===== config.mk =====
export PLATFORM = sky130hd
export DESIGN_NAME = rcr_regs
export DESIGN_NICKNAME = d
export VERILOG_FILES = /design/src/rtl/rcr_pkg.sv /design/src/rtl/rcr_level_map.sv /design/src/rtl/rcr_regs.sv
export VERILOG_INCLUDE_DIRS = /design/src /design/src/rtl
export SDC_FILE = /design/constraint.sdc
export NUM_CORES = 1
export LEC_CHECK = 0
export BUFFER_PORTS_ARGS = -buffer_cell sky130_fd_sc_hd__buf_2
export CAP_MARGIN = 20
export CORE_ASPECT_RATIO = 0.9
export CORE_MARGIN = 2
export CORE_UTILIZATION = 50
export DETAILED_ROUTE_END_ITERATION = 7
export PLACE_DENSITY = 0.73
export SETUP_SLACK_MARGIN = 0.1
export SLEW_MARGIN = 20
export SYNTH_ARGS = -nofsm -noshare
export SYNTH_HDL_FRONTEND = slang
export SYNTH_SLANG_ARGS = --single-unit

===== constraint.sdc =====
create_clock -name CLK_IN -period 7.7 [get_ports CLK_IN]
set_input_delay 1.155 -clock CLK_IN [delete_from_list [all_inputs] [get_ports CLK_IN]]
set_output_delay 1.155 -clock CLK_IN [all_outputs]
set_load 0.01 [all_outputs]

===== src/rtl/rcr_map.svh =====
/*
 * Register offsets, field positions, reset values and level-map constants
 * of the regulator configuration register slice.
 * Assumes inclusion by bare name from the design files.
 */
`ifndef RCR_MAP_SVH
`define RCR_MAP_SVH

// byte addresses selected by the serial pointer byte
`define RCR_OFS_STATUS    8'h00
`define RCR_OFS_SETTINGS  8'h02
`define RCR_OFS_LEVEL     8'h03
`define RCR_OFS_COMMAND   8'h04

// second settings register fields and command clear bit
`define RCR_DLY_MSB       6
`define RCR_DLY_LSB       4
`define RCR_MRG_MSB       3
`define RCR_MRG_LSB       2
`define RCR_RAMP_MSB      1
`define RCR_RAMP_LSB      0
`define RCR_CLR_BIT       0

// reset values and default device address
`define RCR_DEF_SETTINGS  8'h00
`define RCR_DEF_LEVEL     8'h00
`define RCR_MRG_RESET     2'h0
`define RCR_CMD_RESET     8'h00
`define RCR_DEV_ADDR      7'h50

// output level ranges: first code, base in mV, step in mV
`define RCR_R1_FIRST      8'h81
`define RCR_R2_FIRST      8'hC4
`define RCR_R3_FIRST      8'hF5
`define RCR_R0_BASE_MV    13'h0280
`define RCR_R0_STEP_MV    13'h0005
`define RCR_R1_BASE_MV    13'h050A
`define RCR_R1_STEP_MV    13'h000A
`define RCR_R2_BASE_MV    13'h07BC
`define RCR_R2_STEP_MV    13'h001E
`define RCR_R3_BASE_MV    13'h128E
`define RCR_R3_STEP_MV    13'h0032

// start-up delays in us for codes 0..7
`define RCR_DLY0_US       14'h0000
`define RCR_DLY1_US       14'h01F4
`define RCR_DLY2_US       14'h03E8
`define RCR_DLY3_US       14'h07D0
`define RCR_DLY4_US       14'h0FA0
`define RCR_DLY5_US       14'h1770
`define RCR_DLY6_US       14'h1F40
`define RCR_DLY7_US       14'h2710

// soft-start slopes in mV/ms for codes 0..3
`define RCR_RAMP0_MVMS    11'h0A0
`define RCR_RAMP1_MVMS    11'h17C
`define RCR_RAMP2_MVMS    11'h2F8
`define RCR_RAMP3_MVMS    11'h5DC

`endif


===== src/rtl/rcr_pkg.sv =====
/*
 * Types of the regulator configuration register slice.
 * Assumes rcr_map.svh is on the include path.
 */
package rcr_pkg;
    typedef enum logic [8:0] {
        ST_IDLE = 9'h001,
        ST_ADDR = 9'h002,
        ST_AACK = 9'h004,
        ST_PTR  = 9'h008,
        ST_PACK = 9'h010,
        ST_WDAT = 9'h020,
        ST_WACK = 9'h040,
        ST_RDAT = 9'h080,
        ST_RACK = 9'h100
    } rcr_state_e;

    typedef struct packed {
        logic [2:0] delay_sel;
        logic [1:0] margin_sel;
        logic [1:0] ramp_sel;
    } rcr_settings_s;

    typedef struct packed {
        logic [12:0] level_mv;
        logic [1:0]  level_range;
        logic [13:0] delay_us;
        logic [10:0] ramp_mv_ms;
    } rcr_decode_s;
endpackage


===== src/rtl/rcr_level_map.sv =====
/*
 * Decodes the level code and settings into millivolts, range index,
 * start-up delay in us and ramp slope in mV/ms; results are registered.
 * Assumes one clock and the asynchronous active-low reset of the top.
 */
`include "rcr_map.svh"

module rcr_level_map
    import rcr_pkg::*;
(
    input  wire logic          clk_in,
    input  wire logic          resetn_in,
    input  wire logic [7:0]    code_in,
    input  wire rcr_settings_s settings_in,
    output rcr_decode_s        decode_out
);
    rcr_decode_s dec_d;
    rcr_decode_s dec_q;
    logic [7:0]  off;

    always_comb begin
        off = 8'h00;
        dec_d = '0;
        if (code_in >= `RCR_R3_FIRST) begin
            // top range
            off = code_in - `RCR_R3_FIRST;
            dec_d.level_range = 2'h3;
            dec_d.level_mv = `RCR_R3_BASE_MV + 13'(off) * `RCR_R3_STEP_MV;
        end else if (code_in >= `RCR_R2_FIRST) begin
            // third range
            off = code_in - `RCR_R2_FIRST;
            dec_d.level_range = 2'h2;
            dec_d.level_mv = `RCR_R2_BASE_MV + 13'(off) * `RCR_R2_STEP_MV;
        end else if (code_in >= `RCR_R1_FIRST) begin
            // second range
            off = code_in - `RCR_R1_FIRST;
            dec_d.level_range = 2'h1;
            dec_d.level_mv = `RCR_R1_BASE_MV + 13'(off) * `RCR_R1_STEP_MV;
        end else begin
            // fine range
            off = code_in;
            dec_d.level_range = 2'h0;
            dec_d.level_mv = `RCR_R0_BASE_MV + 13'(off) * `RCR_R0_STEP_MV;
        end
        // start-up delay table
        case (settings_in.delay_sel)
            3'h0:    dec_d.delay_us = `RCR_DLY0_US;
            3'h1:    dec_d.delay_us = `RCR_DLY1_US;
            3'h2:    dec_d.delay_us = `RCR_DLY2_US;
            3'h3:    dec_d.delay_us = `RCR_DLY3_US;
            3'h4:    dec_d.delay_us = `RCR_DLY4_US;
            3'h5:    dec_d.delay_us = `RCR_DLY5_US;
            3'h6:    dec_d.delay_us = `RCR_DLY6_US;
            default: dec_d.delay_us = `RCR_DLY7_US;
        endcase
        // ramp slope table
        case (settings_in.ramp_sel)
            2'h0:    dec_d.ramp_mv_ms = `RCR_RAMP0_MVMS;
            2'h1:    dec_d.ramp_mv_ms = `RCR_RAMP1_MVMS;
            2'h2:    dec_d.ramp_mv_ms = `RCR_RAMP2_MVMS;
            default: dec_d.ramp_mv_ms = `RCR_RAMP3_MVMS;
        endcase
    end

    always_ff @(posedge clk_in or negedge resetn_in) begin
        if (!resetn_in) begin
            dec_q <= '0;
        end else begin
            dec_q <= dec_d;
        end
    end

    assign decode_out = dec_q;
endmodule // rcr_level_map


===== src/rtl/rcr_regs.sv =====
/*
 * Serial-target register slice of a programmable buck regulator:
 * pointer-addressed byte reads and writes, second settings register,
 * output level code, command register and latched fault flags.
 * Assumes SCL and SDA already synchronous to CLK_IN, which runs well
 * above the bus bit rate; SDA is open drain, resolved outside.
 */
`include "rcr_map.svh"

// Behaviour
// settings bit 7 reads zero; writes to it are dropped.
// settings bits 6:4 select start-up delay 0 to 10 ms.
// settings bits 3:2 select margin: none, -5%, +5%, +5%.
// margin selector resets to zero whatever the factory defaults.
// settings bits 1:0 select ramp slope 0.16 to 1.5 V/ms.
// host should disable, write settings, re-enable; margin excepted.
// host changes live level code only in small steps.
// host keeps live level changes inside one resolution range.
// codes 0..128 give 0.640 V upward in 5 mV steps.
// codes 129..195 give 1.290 V upward in 10 mV steps.
// codes 196..244 give 1.980 V upward in 30 mV steps.
// codes 245..255 give 4.750 V upward in 50 mV steps.
// serial writes are volatile; reset reloads factory defaults.
// command bits 7:1 store writes but steer nothing.
// writing one to command bit 0 clears all fault flags.
// the clear bit drops to zero once flags are cleared.
// fault flags stay set until clear command or power cycle.
// serial target; pointer byte selects register; byte reads, writes.
module rcr_regs
    import rcr_pkg::*;
#(
    parameter logic [6:0] DEV_ADDR     = `RCR_DEV_ADDR,
    parameter logic [7:0] DEF_SETTINGS = `RCR_DEF_SETTINGS,
    parameter logic [7:0] DEF_LEVEL    = `RCR_DEF_LEVEL
) (
    input  wire logic        CLK_IN,
    input  wire logic        RESETN_IN,
    input  wire logic        SCL_IN,
    input  wire logic        SDA_IN,
    output logic             SDA_OUT,
    output logic             SDA_OE_OUT,
    input  wire logic [2:0]  FAULT_EVENT_IN,
    output logic      [2:0]  FAULT_FLAGS_OUT,
    output logic      [2:0]  STARTUP_DELAY_SEL_OUT,
    output logic      [1:0]  MARGIN_SEL_OUT,
    output logic      [1:0]  RAMP_SEL_OUT,
    output logic      [7:0]  OUTPUT_LEVEL_CODE_OUT,
    output logic      [12:0] LEVEL_MV_OUT,
    output logic      [1:0]  LEVEL_RANGE_OUT,
    output logic      [13:0] STARTUP_DELAY_US_OUT,
    output logic      [10:0] RAMP_MV_PER_MS_OUT
);
    rcr_state_e    state_q, state_d;
    logic [3:0]    cnt_q, cnt_d;
    logic [7:0]    sh_q, sh_d;
    logic [7:0]    ptr_q, ptr_d;
    logic          rw_q, rw_d;
    logic          nack_q, nack_d;
    logic          oe_q, oe_d;
    logic          scl_q, sda_q;
    logic          wr_en;
    logic          scl_rise, scl_fall, start_c, stop_c;

    rcr_settings_s set_q, set_d;
    logic [7:0]    level_q, level_d;
    logic [6:0]    cmd_hi_q, cmd_hi_d;
    logic          clr_q, clr_d;
    logic [2:0]    flags_q, flags_d;
    rcr_decode_s   decode;

    // unimplemented bit and unmapped offsets read zero
    function automatic logic [7:0] rd_byte(input logic [7:0] a);
        case (a)
            `RCR_OFS_STATUS:   rd_byte = {flags_q, 5'h00};
            `RCR_OFS_SETTINGS: rd_byte = {1'b0, set_q};
            `RCR_OFS_LEVEL:    rd_byte = level_q;
            `RCR_OFS_COMMAND:  rd_byte = {cmd_hi_q, clr_q};
            default:           rd_byte = 8'h00;
        endcase
    endfunction

    assign scl_rise = SCL_IN & ~scl_q;
    assign scl_fall = ~SCL_IN & scl_q;
    assign start_c  = SCL_IN & scl_q & sda_q & ~SDA_IN;
    assign stop_c   = SCL_IN & scl_q & ~sda_q & SDA_IN;

    // byte-level target sequencing
    always_comb begin
        state_d = state_q;
        cnt_d   = cnt_q;
        sh_d    = sh_q;
        ptr_d   = ptr_q;
        rw_d    = rw_q;
        nack_d  = nack_q;
        oe_d    = oe_q;
        wr_en   = 1'b0;
        if (start_c) begin
            state_d = ST_ADDR;
            cnt_d   = 4'h0;
            oe_d    = 1'b0;
        end else if (stop_c) begin
            state_d = ST_IDLE;
            oe_d    = 1'b0;
        end else begin
            case (state_q)
                ST_IDLE: begin
                    oe_d = 1'b0;
                end
                ST_ADDR, ST_PTR, ST_WDAT: begin
                    if (scl_rise) begin
                        sh_d  = {sh_q[6:0], SDA_IN};
                        cnt_d = cnt_q + 4'h1;
                    end else if (scl_fall && cnt_q == 4'h8) begin
                        oe_d = 1'b1;
                        if (state_q == ST_ADDR) begin
                            rw_d = sh_q[0];
                            if (sh_q[7:1] == DEV_ADDR) begin
                                state_d = ST_AACK;
                            end else begin
                                state_d = ST_IDLE;
                                oe_d    = 1'b0;
                            end
                        end else if (state_q == ST_PTR) begin
                            ptr_d   = sh_q;
                            state_d = ST_PACK;
                        end else begin
                            wr_en   = 1'b1;
                            ptr_d   = ptr_q + 8'h01;
                            state_d = ST_WACK;
                        end
                    end
                end
                ST_AACK, ST_PACK, ST_WACK: begin
                    if (scl_fall) begin
                        cnt_d = 4'h0;
                        oe_d  = 1'b0;
                        if (state_q != ST_AACK) begin
                            state_d = ST_WDAT;
                        end else if (rw_q) begin
                            // read begins at the held pointer
                            sh_d    = rd_byte(ptr_q);
                            oe_d    = ~sh_d[7];
                            ptr_d   = ptr_q + 8'h01;
                            state_d = ST_RDAT;
                        end else begin
                            state_d = ST_PTR;
                        end
                    end
                end
                ST_RDAT: begin
                    if (scl_rise) begin
                        cnt_d = cnt_q + 4'h1;
                    end else if (scl_fall) begin
                        if (cnt_q == 4'h8) begin
                            oe_d    = 1'b0;
                            state_d = ST_RACK;
                        end else begin
                            sh_d = {sh_q[6:0], 1'b0};
                            oe_d = ~sh_q[6];
                        end
                    end
                end
                ST_RACK: begin
                    if (scl_rise) begin
                        nack_d = SDA_IN;
                    end else if (scl_fall) begin
                        cnt_d = 4'h0;
                        if (nack_q) begin
                            state_d = ST_IDLE;
                        end else begin
                            sh_d    = rd_byte(ptr_q);
                            oe_d    = ~sh_d[7];
                            ptr_d   = ptr_q + 8'h01;
                            state_d = ST_RDAT;
                        end
                    end
                end
                default: begin
                    state_d = ST_IDLE;
                    oe_d    = 1'b0;
                end
            endcase
        end
    end

    always_ff @(posedge CLK_IN or negedge RESETN_IN) begin
        if (!RESETN_IN) begin
            state_q <= ST_IDLE;
            cnt_q   <= 4'h0;
            sh_q    <= 8'h00;
            ptr_q   <= 8'h00;
            rw_q    <= 1'b0;
            nack_q  <= 1'b0;
            oe_q    <= 1'b0;
            scl_q   <= 1'b1;
            sda_q   <= 1'b1;
        end else begin
            state_q <= state_d;
            cnt_q   <= cnt_d;
            sh_q    <= sh_d;
            ptr_q   <= ptr_d;
            rw_q    <= rw_d;
            nack_q  <= nack_d;
            oe_q    <= oe_d;
            scl_q   <= SCL_IN;
            sda_q   <= SDA_IN;
        end
    end

    always_comb begin
        set_d    = set_q;
        level_d  = level_q;
        cmd_hi_d = cmd_hi_q;
        // self-clearing on the same edge that wipes the flags
        clr_d    = 1'b0;
        // flags latch; a new event wins over the clear
        flags_d  = (clr_q ? 3'h0 : flags_q) | FAULT_EVENT_IN;
        if (wr_en) begin
            case (ptr_q)
                `RCR_OFS_SETTINGS: begin
                    // bit 7 is not stored
                    // fields take the written byte
                    set_d = sh_q[6:0];
                end
                // level code accepted at any time
                `RCR_OFS_LEVEL: level_d = sh_q;
                `RCR_OFS_COMMAND: begin
                    // upper bits stored only
                    cmd_hi_d = sh_q[7:1];
                    // request the flag clear
                    clr_d    = sh_q[`RCR_CLR_BIT];
                end
                default: ;
            endcase
        end
    end

    // factory defaults reload at every reset
    always_ff @(posedge CLK_IN or negedge RESETN_IN) begin
        if (!RESETN_IN) begin
            set_q            <= DEF_SETTINGS[6:0];
            // margin forced to zero at power-up
            set_q.margin_sel <= `RCR_MRG_RESET;
            level_q          <= DEF_LEVEL;
            cmd_hi_q         <= 7'(`RCR_CMD_RESET >> 1);
            clr_q            <= 1'b0;
            flags_q          <= 3'h0;
        end else begin
            set_q    <= set_d;
            level_q  <= level_d;
            cmd_hi_q <= cmd_hi_d;
            clr_q    <= clr_d;
            flags_q  <= flags_d;
        end
    end

    // level code to millivolts
    rcr_level_map u_map (
        .clk_in      (CLK_IN),
        .resetn_in   (RESETN_IN),
        .code_in     (level_q),
        .settings_in (set_q),
        .decode_out  (decode)
    );

    // open drain: the pad only ever pulls low
    assign SDA_OUT               = 1'b0;
    assign SDA_OE_OUT            = oe_q;
    assign FAULT_FLAGS_OUT       = flags_q;
    assign STARTUP_DELAY_SEL_OUT = set_q.delay_sel;
    // margin may change during delivery, passed straight out
    assign MARGIN_SEL_OUT        = set_q.margin_sel;
    assign RAMP_SEL_OUT          = set_q.ramp_sel;
    assign OUTPUT_LEVEL_CODE_OUT = level_q;
    assign LEVEL_MV_OUT          = decode.level_mv;
    assign LEVEL_RANGE_OUT       = decode.level_range;
    assign STARTUP_DELAY_US_OUT  = decode.delay_us;
    assign RAMP_MV_PER_MS_OUT    = decode.ramp_mv_ms;
endmodule // rcr_regs

## Word-level counts from Yosys, hierarchy flattened

Cells that the tools add are included.

- Input port bits: 7
- Word-level logic and storage cells: 212
- Output and inout bits: 60
- Flip-flop bits (word level): 100

- $mul: 4
- $lt $le $gt $ge: 3
- Bitwise logic cells: 18
- Multiplexer cells: 89
- Add/subtract/negate cells: 9
- Reductions and logical operators: 20
- Equal/unequal tests: 49

Operators with widths:

| kind | number |
|---|---|
| 8-bit 2-to-1 mux | 35 |
| 9-bit 2-to-1 mux | 11 |
| 14-bit one-hot mux with 7 select lines | 1 |
| 8-bit one-hot mux with 4 select lines | 2 |
| 15-bit 2-to-1 mux | 3 |
| 9-bit one-hot mux with 5 select lines | 1 |
| 4-bit != test, second input constant | 9 |
| 11-bit one-hot mux with 3 select lines | 1 |
| 2-bit != test, second input constant | 14 |
| 8-bit >= comparator, second input constant | 3 |
| 1-bit 2-to-1 mux | 24 |
| 8-bit one-hot mux with 3 select lines | 1 |
| 8-bit subtractor, second input constant | 3 |
| 8-bit by 3-bit multiplier with 11-bit output, second input constant | 2 |
| 4-bit 2-to-1 mux | 5 |
| 8-bit by 2-bit equality test with 1-bit output, second input constant | 2 |
| 11-bit by 12-bit adder with 13-bit output, first input constant | 1 |
| 11-bit by 13-bit adder with 13-bit output, first input constant | 1 |
| 13-bit adder, first input constant | 1 |
| 13-bit AND reduction | 1 |
| 10-bit by 11-bit adder with 12-bit output, first input constant | 1 |
| 8-bit by 4-bit multiplier with 12-bit output, second input constant | 1 |
| 8-bit by 5-bit multiplier with 12-bit output, second input constant | 1 |
| 4-bit one-hot mux with 3 select lines | 1 |
| 42 further kinds | 67 |

## Logic depth before layout (Yosys ltp)

Gate-level depths: netlist of the first run.

- Depth after elaboration: 15
- Gate-level depth with buffers: 20
- Gate-level depth less buffers: 18

## Cells and area by module

A second synthesis of the first run with hierarchy kept.

- Cells, all modules: 843
- Area, all modules: 7858.8 um2

Modules (own cells, without submodules):

| module | cells each | times used | seq. area each (um2) | area each (um2) |
|---|---|---|---|---|
| rcr_level_map | 481 | 1 | 825.8 | 4322.9 |
| rcr_regs | 362 | 1 | 1505.2 | 3535.9 |

## Worst setup path before layout of the first run

OpenSTA, ideal clock, no wires.

- Kind: register -> register
- Start point: register level_q[0] (netlist: OUTPUT_LEVEL_CODE_OUT[0])
- End point: register u_map.dec_q, in the netlist u_map.decode_out[39]
- Required time: 7569 ps
- Setup slack: 2943 ps
- Period minus slack after synthesis: 4757 ps
- Path buffers: 2
- Cell stages (with the launch flop): 20
- Arrival time: 4626 ps
- Setup time: 131 ps
- Cell sequence: dfrtp_1 -> clkbuf_1 -> inv_1 -> ha_1 -> inv_1 -> a21oi_1 -> or2_2 -> xnor2_1 -> inv_1 -> ha_1 -> ha_1 -> ha_1 -> ha_1 -> clkbuf_1 -> or4b_2 -> o2111ai_1 -> o211ai_1 -> xnor3_1 -> nand2_1 -> o211ai_1

RTL lines:

| element | line | RTL |
|---|---|---|
| start: declaration | rcr_regs.sv:65 | `logic [7:0] level_q, level_d;` |
| start signal: assignment | rcr_regs.sv:250 | `level_q <= level_d;` |
| end signal: assignment | rcr_level_map.sv:67 | `dec_q <= '0;` |
| end signal: assignment | rcr_level_map.sv:69 | `dec_q <= dec_d;` |
| end: declaration | rcr_level_map.sv:18 | `rcr_decode_s dec_q;` |

==> flow_summary.ini, run 1 <==
[status]
status = finished, final reports clean

[floorplan]
die_x_um = 135
die_y_um = 122
row_count = 43
initial_core_util_pct = 50.7
coreArea_mm2 = 0.0153
io_pins = 67
die_area_mm2 = 0.0166

[critical_path]
crit_type = register to register
crit_required_ns = 7.94
cp-end-kind = register
cp_slowest_stage_delay_ns = 0.59
reg2reg_slack_ns = 2.59
worstSetupStartpointType = register
r2r-end = u_map.decode_out[38]
cp_top_family = simple AND/OR/NAND/NOR gates
crit_buf_inv = 2
worst_r2r_startpoint = OUTPUT_LEVEL_CODE_OUT[3]
path_max_fanout = 16
crit_path_cell_trace = inv_1 > ha_1 > nor3b_1 > xnor2_1 > nand2_1 > nor2b_1 > xnor2_1 > fa_1 > inv_1 > ha_1 > or3b_1 > o211ai_1 > or3b_1 > a2111oi_4 > a2111oi_1 > a221oi_2 > o21ai_1
cp.arrival_ns = 5.35
reg2reg_depth = 17
worst_path_max_delay_cell = dfrtp_1
critical_path_depth = 17

[global_routing]
grt_usage_pct = 23.3
grt_max_degree = 78
overflow = 0
grt_pass1_wl_um = 30200
grt_pass1_vias = 5800
antenna_found_initial = 0

[layout]
finalNetCount = 993
final_util_pct = 55.3
num_antenna_cells = 0
mostFrequentLayoutCell = dfrtp_1
final_cell_mix = 90 x dfrtp_1, 84 x ha_1, 65 x nand2_1
drive_gt1_share_pct = 15.5
area_growth_pct = 9.16
final_cell_area_mm2 = 0.00849
fill_cells = 1355
fin_cells = 1096

[clocking]
clk_latency_ns = 0.36
cts_resized = 0
cts-buffers-inserted = 9
clkTransAtPathRegs_ns = 0.07
cts.hold.buffers_added = 0
root_buffer = clkbuf_16
clock-sinks = 93
htree_levels = 3
cts_setup_buffers = 0
cts_buffer_depth = 2
tritoncts = built

[place]
post-dp-hpwl_um = 14100
dp.cells = 1079
port_buffers = 61
gp_congestion = 0.934
place_area_mm2 = 0.00814

[detailed_routing]
route.detailed.drc = 0
vias = 6314
avgViaCountPerCell = 5.76
drtAntennaViolNets = 0
wl_per_cell_um = 16.8
first_iter_violations = 425
firstDrtPassIters = 5
drt_wl_total_um = 18400

[timing]
rsz0062_at_grt = false
fin_crit_sh_pct = 66.4
min_period_ns = 5.11
relSlewSlack_pct = 51.2
skew_ns = 0.0133
setup-tns-final_ns = 0
fmax_mhz = 196
setup_viol = 0
final_max_slew_viol_count = 0
hold_viol = 0
tightest_slew_ns = 0.728

[pwr]
power_density_mw_per_mm2 = 134
ir_worst_vdd_v = 0.000144
power_w = 0.00113
p_leak_nw = 4.12

[synth]
ys_ff_latch = 93
synth-async-reset-ratio_pct = 100
ys_types = 79
synth_ff_type = dfrtp_1
synth_cells = 855
synth_edf_count = 0
ys_warn_count = 0
avgSynthCellArea_um2 = 9.09
yosysSeqAreaShare_pct = 30.0
syn_area_mm2 = 0.00777

[hold_path]
hold_depth = 1
hold_path_class = register to register
min-delay-start = cmd_hi_q[5]
whs_endpoint = cmd_hi_q[5]

[flow_run]
maxCapViolations = 0
state kept, by name (all words and copies together) (netlist names):
signal / count
FAULT_FLAGS_OUT: 3
sda_q: 1
clr_q: 1
ptr_q: 8
MARGIN_SEL_OUT: 2
sh_q: 8
cnt_q: 4
STARTUP_DELAY_SEL_OUT: 3
cmd_hi_q: 7
state_q: 9
nack_q: 1
scl_q: 1
SDA_OE_OUT: 1
rw_q: 1
OUTPUT_LEVEL_CODE_OUT: 8
RAMP_SEL_OUT: 2
u_map.decode_out: 33
metal layers:
layer / up-vias / wire, um / GRT usage (%)
met2: 198 / 7910 / 33.8
met4: 0 / 222 / 4.49
li1: 3071 / - / -
met5: - / 0 / 0
met3: 18 / 1330 / 6.77
met1: 3027 / 8950 / 34.7
power breakdown:
group          total, W  switching (W)  internal, W
sequential     0.000544      0.0000358     0.000508
combinational  0.000115      0.0000716    0.0000434
clock          0.000476       0.000215     0.000260
logic make-up (layout without fill, tap and decap cells):
group	count (synthesis)	count (layout)	synth area share, %
xor gates and xnor gates	69	69	8.05
AOI/OAI and AO/OA	207	207	17.4
other	1	5	0.0482
and+or+nand+nor	246	246	16.7
DFF	93	93	30.0
buffers and inverters	105	140	5.68
muxes	37	37	5.25
adders and majority gates	97	97	16.9
through the flow:
step                hold slack, ns  worst slack [ns]
CTS                          0.509              2.62
global placement             0.487              2.86
finish                       0.507              2.59
floorplan                    0.478              2.94
global route                 0.517              2.29
detailed placement           0.494              2.64
how the worst max path moves through the flow:
stage                             startpoint              endpoint  slack (ns)
global placement    OUTPUT_LEVEL_CODE_OUT[2]  u_map.decode_out[39]        2.86
floorplan           OUTPUT_LEVEL_CODE_OUT[0]  u_map.decode_out[39]        2.94
CTS                 OUTPUT_LEVEL_CODE_OUT[3]  u_map.decode_out[38]        2.62
finish              OUTPUT_LEVEL_CODE_OUT[3]  u_map.decode_out[38]        2.59
global route        OUTPUT_LEVEL_CODE_OUT[2]  u_map.decode_out[39]        2.29
detailed placement  OUTPUT_LEVEL_CODE_OUT[2]  u_map.decode_out[38]        2.64
cell usage after synthesis, drive strengths merged, types with 8 or more instances:
master   n  share of area, %
a21o    13               1.3
a21oi   56               3.6
and2     9              0.72
buf     20               1.6
clkbuf  24               1.2
dfrtp   90                29
fa      13               3.3
ha      84                14
inv     59               2.8
mux2    30               4.3
nand2   65               3.1
nand2b  13               1.0
nand3   15              0.97
nand3b   8              0.93
nor2    61               2.9
nor2b   11              0.98
nor3    16               1.2
o211ai  20               1.9
o21ai   53               3.5
o31ai    9              0.87
xnor2   53               6.1
xor2    15               1.7
area by class of cell:
type / count / area (um^2) / area share, %
Multi-Input combinational cell: 661 / 5020 / 59.1
Sequential cell: 93 / 2330 / 27.5
Timing Repair Buffer: 63 / 343 / 4.04
Tap cell: 202 / 253 / 2.98
Inverter: 61 / 229 / 2.70
Clock buffer: 9 / 225 / 2.65
Clock inverter: 7 / 88.8 / 1.05
(Power assumes the default switching activity.)
==> run 2, diff against run 1 <==
--- a/config.mk
+++ b/config.mk
@@ -6,6 +6,7 @@
 export SDC_FILE = /design/constraint.sdc
 export NUM_CORES = 1
 export LEC_CHECK = 0
+export ABC_AREA = 1
 export BUFFER_PORTS_ARGS = -buffer_cell sky130_fd_sc_hd__buf_2
 export CAP_MARGIN = 20
 export CORE_ASPECT_RATIO = 0.9
==> constraint.sdc (replaced) <==
create_clock -name CLK_IN -period 4.8 [get_ports CLK_IN]
set_input_delay 0.72 -clock CLK_IN [delete_from_list [all_inputs] [get_ports CLK_IN]]
set_output_delay 0.72 -clock CLK_IN [all_outputs]
set_load 0.01 [all_outputs]
==> run 2 against run 1 <==
Net effect:
- synthesized area rose by 4.1%
- global-route usage rose by 0.10 points
- critical endpoint unchanged
- register-to-register slack got worse by 2.1 ns
- first-iteration DRC count rose by 68%
- clock-buffer cell count did not move
- largest cell class unchanged
- clock power rose by 52%
==> flow_summary.ini, run 2 <==
[critical_path]
crit_required_ns = 5.10
path_max_fanout = 9
cp_slowest_stage_delay_ns = 0.52
cp_top_family = adder cells
worst_path_max_delay_cell = dfrtp_1
crit_buf_inv = 5
crit_type = register to register
worstSetupStartpointType = register
cp-end-kind = register
worst_r2r_startpoint = OUTPUT_LEVEL_CODE_OUT[3]
worstSetupStartpoint = OUTPUT_LEVEL_CODE_OUT[3]
path_common_cell = nand2_1
cp.arrival_ns = 4.57
crit_path_cell_trace = inv_1 > ha_1 > xnor2_1 > inv_1 > ha_1 > inv_1 > o21bai_1 > inv_1 > fa_1 > inv_1 > ha_1 > a21oi_1 > nand3_1 > nand2_1 > nand2_1 > nor2_1 > nand3_1 > nand2_1 > nand3_1 > nand2_1 > nand2_1 > nand2_1

[synth]
ys_warn_count = 0
syn_area_mm2 = 0.00809
synth_top_area_share_pct = 27.8
avgSynthCellArea_um2 = 7.24
synth_edf_count = 0
synthAdderAreaFrac_pct = 16.2
synth_cells = 1118
muxShareOfSynthArea_pct = 0
ys_types = 53
synth-simple-area-share_pct = 30.2
synth_compound_area_share_pct = 10.1
yosys-top-cells-area = dfrtp_1 28%, nand2_1 14%, ha_1 13%
synth_common_cells = 303 x nand2_1, 165 x inv_1, 90 x dfrtp_1, 90 x nand3_1, 84 x ha_1
synthXorXnorAreaFrac_pct = 4.21
ys_ff_latch = 93
synth-async-reset-ratio_pct = 100
yosysSeqAreaShare_pct = 28.8
yosys.area.top_type = dfrtp_1
synth_ff_type = dfrtp_1
synth_top_family_by_area = simple AND/OR/NAND/NOR gates
synth_most_common_cell = nand2_1

[global_routing]
grt_max_degree = 59
antenna_found_initial = 1
overflow = 0
grt_usage_pct = 23.4
grt_pass1_vias = 6924
grt_pass1_wl_um = 33400

[layout]
final_cell_mix = 303 x nand2_1, 165 x inv_1, 90 x dfrtp_1, 90 x nand3_1, 84 x ha_1
largest_register_ffs = 33
drive_gt1_share_pct = 12.9
final_util_pct = 55.3
num_antenna_cells = 0
mostFrequentLayoutCell = nand2_1
area_growth_pct = 9.20
finalNetCount = 1276
fill_cells = 1518

[pwr]
power_w = 0.00199
power_density_mw_per_mm2 = 225
p_leak_nw = 4.97
ir_worst_vdd_v = 0.000220

[clocking]
cts_resized = 0
cts.hold.buffers_added = 0
clkTransAtPathRegs_ns = 0.08
cts_buffer_depth = 2
root_buffer = clkbuf_16
cts-buffers-inserted = 9
clock-sinks = 93
clk_latency_ns = 0.36
htree_levels = 3
tritoncts = built
cts_setup_buffers = 0

[timing]
skew_ns = 0.0123
min_period_ns = 4.27
fmax_mhz = 234
hold_viol = 0
setup_viol = 0
whs_ns = 0.422
rsz0062_at_grt = false
fin_crit_sh_pct = 88.9
setup-tns-final_ns = 0
tightest_slew_ns = 0.745
relSlewSlack_pct = 50.3
final_max_slew_viol_count = 0

[status]
status = finished, final reports clean

[detailed_routing]
firstDrtPassIters = 5
vias = 7236
avgViaCountPerCell = 5.23
route.detailed.drc = 0
first_iter_violations = 712
wl_per_cell_um = 14.1
drtAntennaViolNets = 0
drt_wl_total_um = 19500

[place]
gp_congestion = 0.970
post-dp-hpwl_um = 15500
port_buffers = 61

[hold_path]
hold_path_class = primary input to async pin

[floorplan]
die_area_mm2 = 0.0172
coreArea_mm2 = 0.0160
io_pins = 67
row_count = 44
die_y_um = 125
initial_core_util_pct = 50.7
die_x_um = 138

[flow_run]
maxCapViolations = 0
==> run 2: path summary, 6_finish.rpt <==
kind	cells past startpoint	slack (ns)	end
worst max-delay path	22	0.53	u_map.decode_out[38]
worst min-delay path	1	0.42	u_map.decode_out[36]
worst max register to register	22	0.53	u_map.decode_out[38]
worst min register to register	2	0.49	cmd_hi_q[6]
max in group asynchronous	2	3.38	state_q[0]
min in group CLK_IN	1	0.48	sda_q
==> run 2: cell type report <==
class                   instances  area, um^2  area share [%]
clock buffers                   9         225            2.55
inverters                     179         674            7.63
well taps                     207         259            2.93
flip-flops and latches         93        2330            26.4
multi-input cells             824        4940            55.9
repair buffers                 65         338            3.82
clock inverters                 7        72.6           0.821
==> run 2: power breakdown <==
part	total, W	internal [W]	switching (W)
clock	0.000722	0.000368	0.000354
sequential	0.000885	0.000842	0.0000434
combinational	0.000384	0.000112	0.000272
total	0.00199	0.00132	0.000669
==> run 2: logic make-up (layout without fill, tap and decap cells) <==
group	after synthesis	count (layout)
AO/OA/AOI/OAI	142	142
buffers and inverters	205	260
flip-flops	93	93
AND/OR/NAND/NOR	542	542
XOR/XNOR	38	38
other	1	5
adder cells (fa/ha/maj)	97	97
==> run 2: stage by stage <==
step / instances / setup slack [ns] / cell area [um^2]
floorplan: 1122 / 0.885 / 8110
detailed placement: 1368 / 0.593 / 8540
finish: 1384 / 0.531 / 8840
global placement: 1368 / 0.762 / 8540
CTS: 1384 / 0.574 / 8840
global route: 1384 / 0.156 / 8840
==> run 2: metal layers <==
metal | track usage (%) | vias up | routed length, um
li1 | - | 3675 | -
met1 | 32.5 | 3356 | 9110
met2 | 37.3 | 191 | 8880
met3 | 5.92 | 14 | 1330
met4 | 4.62 | 0 | 172
met5 | 0 | - | 0
